--- src/verilog/hrs_consts.svh ---
// hrs_consts.svh - offsets, field positions, reset values and widths of the return stack
// assumes: included by the return stack package and module on a single core clock
`ifndef HRS_CONSTS_SVH
`define HRS_CONSTS_SVH

// ----------------------------------------------------------------------------
// geometry
// ----------------------------------------------------------------------------
`define HRS_DEPTH 16
`define HRS_PC_W 15
`define HRS_PTR_W 5
`define HRS_IDX_W 4

// ----------------------------------------------------------------------------
// pointer values
// ----------------------------------------------------------------------------
`define HRS_PTR_EMPTY 5'h1F
`define HRS_PTR_TOP 5'h0F
`define HRS_IDX_TOP 4'hF

// ----------------------------------------------------------------------------
// register offsets on the plain port
// ----------------------------------------------------------------------------
`define HRS_ADDR_PTR 4'h0
`define HRS_ADDR_TOS_LOW 4'h1
`define HRS_ADDR_TOS_HIGH 4'h2
`define HRS_ADDR_STATUS 4'h3
`define HRS_ADDR_CLEAR 4'h4
`define HRS_ADDR_ENABLE 4'h5

// ----------------------------------------------------------------------------
// status, clear and enable fields
// ----------------------------------------------------------------------------
`define HRS_BIT_OVF 0
`define HRS_BIT_UNF 1
`define HRS_EVT_W 2
`define HRS_EVT_RESET 2'h0

`endif

--- src/verilog/hrs_pkg.sv ---
// hrs_pkg.sv - types shared by the return stack
// assumes: hrs_consts.svh is on the include path
`include "hrs_consts.svh"

package hrs_pkg;

    // what the stack does in one core cycle
    typedef enum logic [1:0] {
        hrs_op_idle,
        hrs_op_push,
        hrs_op_pop
    } hrs_op_t;

    typedef logic [`HRS_PC_W-1:0] hrs_pc_t;
    typedef logic [`HRS_PTR_W-1:0] hrs_ptr_t;

endpackage : hrs_pkg

--- src/verilog/hrs_stack.sv ---
// hrs_stack.sv - hardware return-address stack with pointer and top-of-stack access
// assumes: push, pop and push_pc come from the instruction sequencer on clk;
// stack_fault_reset_enable is a configuration level already on clk;
// the reset controller acts on stack_fault_reset
//
// How it works
// sixteen fifteen-bit entries, apart from program and data memory
// call, call via working reg and interrupt vectoring push the pc
// return, return with literal and return from interrupt pop the stack
// push and pop never touch the pc latch high register
// with fault reset off, pushes wrap and overwrite the oldest entries
// overflow and underflow flags set whether or not fault reset is on
// software writes the pointer, then reads or writes the top-of-stack pair
// pointer is five bits so overflow and underflow show
// push increments then stores; return loads then decrements
// pointer addresses the entry in use; top pair shows latest push
// after reset stack is empty with pointer at 0x1F
// empty stack with fault reset on reads top pair as zero
// empty stack with fault reset off reads highest entry
// with fault reset on, overflow or underflow also requests device reset
`timescale 1ns/1ps
`include "hrs_consts.svh"

module hrs_stack
    import hrs_pkg::*;
(
    input wire logic clk,
    input wire logic resetn,
    input wire logic push,
    input wire logic pop,
    input wire logic [`HRS_PC_W-1:0] push_pc,
    output logic [`HRS_PC_W-1:0] ret_pc,
    input wire logic stack_fault_reset_enable,
    output logic stack_fault_reset,
    input wire logic [3:0] reg_addr,
    input wire logic [7:0] reg_wdata,
    input wire logic reg_write,
    input wire logic reg_read,
    output logic [7:0] reg_rdata,
    output logic irq
);

    // ------------------------------------------------------------------------
    // storage and state
    // ------------------------------------------------------------------------
    hrs_pc_t entries [`HRS_DEPTH];
    hrs_ptr_t stack_pointer;
    hrs_ptr_t next_stack_pointer;
    logic [`HRS_EVT_W-1:0] status;
    logic [`HRS_EVT_W-1:0] next_status;
    logic [`HRS_EVT_W-1:0] enable;
    logic [`HRS_EVT_W-1:0] next_enable;
    hrs_pc_t next_ret_pc;
    logic next_stack_fault_reset;
    logic [7:0] next_reg_rdata;

    hrs_op_t op;
    logic overflow;
    logic underflow;
    logic mem_we;
    logic [`HRS_IDX_W-1:0] mem_idx;
    hrs_pc_t mem_wdata;
    hrs_pc_t tos_word;
    logic [`HRS_IDX_W-1:0] tos_idx;

    // ------------------------------------------------------------------------
    // helpers
    // ------------------------------------------------------------------------

    // entry index that a pointer value selects; the empty value maps to the top entry
    function automatic logic [`HRS_IDX_W-1:0] hrs_index(input hrs_ptr_t ptr);
        hrs_index = ptr[`HRS_IDX_W-1:0];
    endfunction : hrs_index

    // pointer value after one step, up or down, always five bits wide
    function automatic hrs_ptr_t hrs_step(input hrs_ptr_t ptr, input logic up);
        if (up) begin
            hrs_step = hrs_ptr_t'(ptr + 5'h01);
        end else begin
            hrs_step = hrs_ptr_t'(ptr - 5'h01);
        end
    endfunction : hrs_step

    // ------------------------------------------------------------------------
    // operation decode and fault detection
    // ------------------------------------------------------------------------

    // a push beside a pop cannot come from one instruction; the push is taken
    always_comb begin
        if (push) begin
            op = hrs_op_push;
        end else if (pop) begin
            op = hrs_op_pop;
        end else begin
            op = hrs_op_idle;
        end
        // the fifth pointer bit lets both faults be seen
        overflow = (op == hrs_op_push) && (stack_pointer == `HRS_PTR_TOP);
        underflow = (op == hrs_op_pop) && (stack_pointer == `HRS_PTR_EMPTY);
    end

    // ------------------------------------------------------------------------
    // top-of-stack view
    // ------------------------------------------------------------------------

    // the pointer names the entry in use, so the view is that entry
    always_comb begin
        tos_idx = hrs_index(stack_pointer);
        tos_word = entries[tos_idx];
        if (stack_pointer == `HRS_PTR_EMPTY) begin
            if (stack_fault_reset_enable) begin
                tos_word = '0;
            end else begin
                tos_word = entries[`HRS_IDX_TOP];
            end
        end
    end

    // ------------------------------------------------------------------------
    // entry write port
    // ------------------------------------------------------------------------

    // a push always beats a software write to the top pair in the same cycle
    always_comb begin
        mem_we = 1'b0;
        mem_idx = tos_idx;
        mem_wdata = entries[tos_idx];
        if (op == hrs_op_push) begin
            mem_we = 1'b1;
            // store lands at the incremented pointer; wrap reuses the oldest slot
            mem_idx = hrs_index(hrs_step(stack_pointer, 1'b1));
            mem_wdata = push_pc;
        end else if (reg_write && (reg_addr == `HRS_ADDR_TOS_LOW)) begin
            mem_we = 1'b1;
            mem_wdata = {entries[tos_idx][`HRS_PC_W-1:8], reg_wdata};
        end else if (reg_write && (reg_addr == `HRS_ADDR_TOS_HIGH)) begin
            mem_we = 1'b1;
            mem_wdata = {reg_wdata[`HRS_PC_W-9:0], entries[tos_idx][7:0]};
        end
    end

    // entries clear on reset so an empty stack never shows an undefined top entry
    always_ff @(posedge clk or negedge resetn) begin
        if (!resetn) begin
            for (int i = 0; i < `HRS_DEPTH; i++) begin
                entries[i] <= '0;
            end
        end else if (mem_we) begin
            entries[mem_idx] <= mem_wdata;
        end
    end

    // ------------------------------------------------------------------------
    // pointer, fault reset request and returned pc
    // ------------------------------------------------------------------------

    // the pc latch high register is not reached from here, so calls and returns
    // leave it as it stands
    always_comb begin
        next_stack_pointer = stack_pointer;
        next_ret_pc = ret_pc;
        next_stack_fault_reset = 1'b0;
        case (op)
            hrs_op_push: begin
                if (overflow && !stack_fault_reset_enable) begin
                    next_stack_pointer = '0;
                end else begin
                    next_stack_pointer = hrs_step(stack_pointer, 1'b1);
                end
            end
            hrs_op_pop: begin
                // load first, from the entry in use, then step down
                next_ret_pc = tos_word;
                if (underflow && !stack_fault_reset_enable) begin
                    next_stack_pointer = {1'b0, `HRS_IDX_TOP - 4'h1};
                end else begin
                    next_stack_pointer = hrs_step(stack_pointer, 1'b0);
                end
            end
            default: begin
                // software may move the pointer only when the core leaves it alone
                if (reg_write && (reg_addr == `HRS_ADDR_PTR)) begin
                    next_stack_pointer = reg_wdata[`HRS_PTR_W-1:0];
                end
            end
        endcase
        // the device reset is asked for in addition to the flag
        if ((overflow || underflow) && stack_fault_reset_enable) begin
            next_stack_fault_reset = 1'b1;
        end
    end

    // ------------------------------------------------------------------------
    // status, enable and interrupt
    // ------------------------------------------------------------------------

    // a fault in the cycle of its clear is kept: set wins over clear
    always_comb begin
        next_status = status;
        next_enable = enable;
        if (reg_write && (reg_addr == `HRS_ADDR_CLEAR)) begin
            next_status = status & ~reg_wdata[`HRS_EVT_W-1:0];
        end
        if (reg_write && (reg_addr == `HRS_ADDR_ENABLE)) begin
            next_enable = reg_wdata[`HRS_EVT_W-1:0];
        end
        next_status[`HRS_BIT_OVF] = next_status[`HRS_BIT_OVF] | overflow;
        next_status[`HRS_BIT_UNF] = next_status[`HRS_BIT_UNF] | underflow;
    end

    // level interrupt while any enabled flag stands
    assign irq = |(status & enable);

    // ------------------------------------------------------------------------
    // read port
    // ------------------------------------------------------------------------

    // read data is sampled at the strobe and stands only in the next cycle
    always_comb begin
        next_reg_rdata = 8'h00;
        if (reg_read) begin
            if (reg_addr == `HRS_ADDR_PTR) begin
                next_reg_rdata = {3'h0, stack_pointer};
            end else if (reg_addr == `HRS_ADDR_TOS_LOW) begin
                next_reg_rdata = tos_word[7:0];
            end else if (reg_addr == `HRS_ADDR_TOS_HIGH) begin
                next_reg_rdata = {1'b0, tos_word[`HRS_PC_W-1:8]};
            end else if (reg_addr == `HRS_ADDR_STATUS) begin
                next_reg_rdata = {6'h00, status};
            end else if (reg_addr == `HRS_ADDR_ENABLE) begin
                next_reg_rdata = {6'h00, enable};
            end else begin
                next_reg_rdata = 8'h00; // clear and unmapped offsets read zero
            end
        end
    end

    // ------------------------------------------------------------------------
    // registers
    // ------------------------------------------------------------------------

    // reset leaves the stack empty
    always_ff @(posedge clk or negedge resetn) begin
        if (!resetn) begin
            stack_pointer <= `HRS_PTR_EMPTY;
            status <= `HRS_EVT_RESET;
            enable <= `HRS_EVT_RESET;
            ret_pc <= '0;
            stack_fault_reset <= 1'b0;
            reg_rdata <= 8'h00;
        end else begin
            stack_pointer <= next_stack_pointer;
            status <= next_status;
            enable <= next_enable;
            ret_pc <= next_ret_pc;
            stack_fault_reset <= next_stack_fault_reset;
            reg_rdata <= next_reg_rdata;
        end
    end
endmodule : hrs_stack

--- config.mk ---
export PLATFORM = sky130hd
export DESIGN_NAME = hrs_stack
export DESIGN_NICKNAME = d
export VERILOG_FILES = /design/src/verilog/hrs_pkg.sv /design/src/verilog/hrs_stack.sv
export VERILOG_INCLUDE_DIRS = /design/src /design/src/verilog
export SDC_FILE = /design/constraint.sdc
export NUM_CORES = 1
export LEC_CHECK = 0
export ABC_AREA = 0
export BUFFER_PORTS_ARGS = -buffer_cell sky130_fd_sc_hd__buf_2
export CAP_MARGIN = 20
export CORE_MARGIN = 5
export CORE_UTILIZATION = 30
export CTS_CLUSTER_SIZE = 25
export DETAILED_ROUTE_END_ITERATION = 6
export PLACE_DENSITY = 0.54
export RECOVER_POWER = 50
export SLEW_MARGIN = 40
export SYNTH_ARGS = -nofsm -noshare
export SYNTH_HDL_FRONTEND = slang
export SYNTH_SLANG_ARGS = --single-unit
--- constraint.sdc ---
create_clock -name clk -period 5.8 [get_ports clk]
set_input_delay 1.16 -clock clk [delete_from_list [all_inputs] [get_ports clk]]
set_output_delay 1.16 -clock clk [all_outputs]
set_load 0.02 [all_outputs]
# After elaboration in Yosys (flattened, before gate mapping)
# Cells that the tools add are included.
[totals]
latch_bits = 0
memories = 0
input_bits = 34
mem_bits_rw = 0
reg_bits = 273
romBits = 0
output_inout_bits = 25
elab_cells = 88
[op_classes]
div_mod_pow = 0
n_eq_ne = 9
n_reduce_logical = 16
bitwise = 7
n_shift = 0
n_mux = 29
order_cmp = 3
addsub = 2
n_mul = 0
[op_table]
columns = ["operator", "n"]
rows = [
  ["bitwise mux 240 bit", 1],
  ["2-to-1 mux 15 bit", 8],
  ["binary-select mux 15 bit (select 4 bit)", 1],
  ["demux 15 bit (select 4 bit)", 1],
  ["2-to-1 mux 8 bit", 3],
  ["2-to-1 mux 5 bit", 3],
  ["logical AND 1 bit", 11],
  [">= comparator 5 bit (second input constant)", 2],
  ["2-to-1 mux 2 bit", 5],
  ["inverter 4 -> 5 bit", 2],
  ["case mux 5 bit (2 select lines)", 1],
  ["equality test 4 x 2 -> 1 bit (second input constant)", 2],
  ["equality test 4 x 3 -> 1 bit (second input constant)", 2],
  ["2-to-1 mux 7 bit", 1],
  ["adder 5 x 1 -> 5 bit (second input constant)", 1],
  ["equality test 5 x 4 -> 1 bit (second input constant)", 1],
  ["equality test 5 bit (second input constant)", 1],
  ["less-than comparator 5 x 1 -> 1 bit (second input constant)", 1],
  ["subtractor 5 x 1 -> 5 bit (second input constant)", 1],
  ["AND 2 bit", 2],
  ["equality test 4 x 1 -> 1 bit (second input constant)", 1],
  ["zero test 4 bit", 1],
  ["2-to-1 mux 1 bit", 4],
  ["2-to-1 mux 4 bit", 1],
  ["8 further kinds", 9],
]

# Logic depth before layout (Yosys ltp)
[depth]
depth_word = 10
ltp_mapped = 15

# Worst setup path before layout
# OpenSTA, ideal clock, no wires.
[synth_timing]
path_type = "input-to-reg"
start = "in reg_addr[3]"
end = "reg entries[127] in the netlist's numbering"
setup_time_ns = 0.127
slack_ns = 2.723
arrival_time_ns = 2.950
cell_stages = 7
t_required_ns = 5.673
path_cell_list = "buf_2 nor4b_2 nand2_1 mux2_4 mux2i_4 buf_6 o21ai_2"
[synth_between]
elab_chain_len = 5
word_cells_on_any_way = 10
cone_classes = "eq/ne (2); mux (6); reduce/logical (2)"
[synth_lines]
columns = ["element", "line_no", "text"]
rows = [
  ["from (decl)", "hrs_stack.sv:35", "input wire logic [3:0] reg_addr,"],
  ["equality test 4 x 1 -> 1 bit (no line) / equality test 4 x 2 -> 1 bit (equally long branches)", "n/a", ""],
  ["logical AND 1 bit (on tied branches)", "hrs_stack.sv:133, hrs_stack.sv:136", ""],
  ["2-to-1 mux 15 bit / 2-to-1 mux 1 bit (equally long branches)", "hrs_stack.sv:133, hrs_stack.sv:136", ""],
  ["2-to-1 mux 15 bit / 2-to-1 mux 1 bit (equally long branches)", "hrs_stack.sv:128, hrs_stack.sv:133", ""],
  ["bitwise mux 240 bit / 2-to-1 mux 1 bit (equally long branches)", "hrs_stack.sv:149, hrs_stack.sv:128", ""],
  ["to (signal, indexed assignment)", "hrs_stack.sv:149", "entries[mem_idx] <= mem_wdata;"],
  ["to (decl)", "hrs_stack.sv:46", "hrs_pc_t entries [`HRS_DEPTH];"],
]
# Parallel ways exist; a longest one is shown, timed or not.
# A chain may end at the register's enable or synchronous reset.

==> impl_metrics.toml <==
[routing]
drc = 0
first_pass_iters = 7
vias = 11100
ant_nets = 0
via_per_inst = 5.73
wire_per_inst_um = 23.9
drt-initial-drc-count = 950
finalWirelength_mm = 46.4

[placement]
place.gp.congestion = 0.902
portBuffers = 58
dp_cells = 1880
dp_hpwl_mm = 30.9

[floorplan]
rows = 80
ios = 59
fp.dieW_um = 230
start_util_pct = 30.4
core-area_um2 = 47700
die_h_um = 230
die_area_um2 = 52800

[clock_tree]
clkLatencyLatePin_ns = 0.52
cts_hold_buffers = 0
cts_tree = "yes"
root_buffer = "clkbuf_16"
clkSinkCount = 273
clock_path_buffers = 3
h-tree-depth = 2
cts_buffers = 34
postCtsSetupBuffers = 0
cts.repair.resized = 0
clk_pin_slew_ns = 0.06

[critical_path]
regToRegEndpoint = "entries[28]"
reg2regPathDepth = 7
arrival_ns = 4.51
crit_family = "buffers and inverters"
cp_slowest_cell = "clkbuf_1"
crit_path_max_incr_delay_ns = 1.68
critPathLaunchType = "primary input"
critPathKind = "primary input to asynchronous set/reset pin"
crit_fanout = 69
crit_chain = "clkbuf_1 -> clkbuf_2"
worstPathBufferInverterCount = 2
worstPathRequired_ns = 6.06
r2r_slack_ns = 1.76
r2r_start = "stack_pointer[0]"
endpoint_kind = "asynchronous set/reset pin"

[power]
power_density_nw_per_um2 = 562
power_frac_comb_pct = 39.1
switching_share_pct = 38.6
leakagePower_nw = 6.74
seq_power_share_pct = 37.2
intPower_mw = 5.67
ir_drop_mv = 0.203
power_mw = 9.24
switchingPower_mw = 3.57
pwr-share-clk_pct = 23.8

[synthesis]
yosysSeqAreaShare_pct = 47.2
ys_seq_elements = 273
syn_nets = 1358
synth_warnings = 0
async_flop_share_pct = 100
synth_flop_cell = "dfrtp_1"
synth_edf_count = 0
yosysUniqueCellTypes = 73
syn_area_um2 = 14500
syn_area_per_cell_um2 = 11.0
syn_inst = 1320

[flow_run]
cap_violations = 2

[worst_hold_path]
worstHoldStart = "entries[98]"
hold_path_class = "flip-flop to flip-flop"
min_to = "entries[98]"
holdPathStages = 2

[final_layout]
multi_input_area_um2 = 7010
insertedDiodeCount = 0
drive_gt1_share_pct = 24.2
seq_area_um2 = 6850
fin_cells = 1942
layout.nets = 1344
syn_to_final_growth_pct = 13.5
final_cell_mix = "dfrtp_1, nand2_1, o21ai_0"
mostFrequentLayoutCell = "dfrtp_1"
fillers = 4766

[status]
violations = "max-capacitance violations, max-slew violations"
status = "finished with violations"

[sta]
tightest_slew_ns = 2.43
finalHoldViolCount = 0
rsz0062_at_grt = "no"
fmax_mhz = 235
period_share_pct = 73.3
relSlewSlack_pct = -61.7
finalSetupTns_ns = 0
fin_skew_ns = 0.0116
setup_viol = 0
slew_viol_final = 110
post-route-min-period_ns = 4.25

[global_route]
grt_overflow_total = 0
gr-usage-met1_pct = 24.3
grt_use_met2_pct = 26.5
grt_usage_pct = 17.2
met3_usage_pct = 3.68
grt_pass1_wl_mm = 71.2
grt_pass1_vias = 11100
grt_max_degree = 120
antenna_found_initial = 0
busiest_layer = "met2"
power by group through the flow:
stage               sequential (mW)  combinational (mW)  clock, mW
floorplan                      3.13                2.72          0
global placement               3.42                3.46          0
detailed placement             3.46                3.55          0
CTS                            3.43                3.56       2.23
global route                   3.54                3.93       2.31
finish                         3.43                3.61       2.19
tightest hold or removal path: stages, from the launching register on:
cell,delay (ns)
dfrtp_1,0.33
nand2_1,0.05
o31ai_1,0.06
worst max path at each step:
stage,startpoint,endpoint,slack [ns],cells past startpoint
after global routing,resetn,stack_fault_reset,0.89,2
after global placement,reg_addr[0],entries[232],1.72,6
final,resetn,stack_fault_reset,1.55,2
after CTS,stack_pointer[0],entries[28],1.81,7
after detailed placement,reg_addr[0],entries[7],1.59,6
after floorplan,reg_addr[3],entries[127],2.72,7
sequential cells by signal, summed over array words and instances, names as in the netlist:
name and flops:
enable 2, entries 240, ret_pc 15, stack_fault_reset 1, reg_rdata 8, stack_pointer 5
status 2
stage by stage:
stage	hold slack, ns	cell area [um^2]	utilization, %	setup slack [ns]
6_report	0.473	16400	34.4	1.55
5_1_grt	0.493	16400	34.4	0.889
4_1_cts	0.477	16400	34.4	1.81
3_5_place_dp	0.465	15300	32.0	1.59
3_3_place_gp	0.453	15100	31.7	1.72
2_1_floorplan	0.442	14500	-	2.72
cells in the mapped netlist (9+ instances only):
cell type  number  area [um^2]
nor2b_1        16          100
or2_2           9         56.3
o21ai_2        10         87.6
nor2_1         23         86.3
mux2_2         42          473
buf_2          39          195
a22o_1         11         96.3
dfrtp_1       268         6710
and3_1         10         62.6
o31ai_1       156         1170
o21ai_0       161          806
buf_6          11          124
buf_1          12         45.0
clkbuf_1       71          267
a22oi_1        16          120
inv_1          10         37.5
a211oi_1       10         75.1
mux2i_1        13          130
buf_4          12         90.1
nor3_1          9         45.0
mux4_2         62         1400
nand2_1       170          638
a21oi_1        28          140
logic make-up after synthesis:
| group | after synthesis | synth area share (%) |
|---|---|---|
| fa+ha+maj | 4 | 0.345 |
| simple gates | 290 | 9.65 |
| mux | 122 | 14.6 |
| buf+inv | 159 | 5.57 |
| xor+xnor | 4 | 0.242 |
| flops | 273 | 47.2 |
| compound gates | 468 | 22.4 |
metal layers:
| metal | vias to the layer above | routed length, um |
|---|---|---|
| li1 | 4929 | - |
| met2 | 464 | 20900 |
| met1 | 5633 | 20500 |
| met3 | 103 | 3560 |
| met5 | - | 0 |
| met4 | 0 | 1490 |
final cells by class:
type,count,area share (%)
multi-input cells,888,42.6
clock buffers,47,6.15
well taps,615,4.68
inverters,11,0.251
flip-flops and latches,273,41.6
repair buffers,98,3.76
clock inverters,10,0.921
No activity file was read; power rests on OpenSTA's default activity.
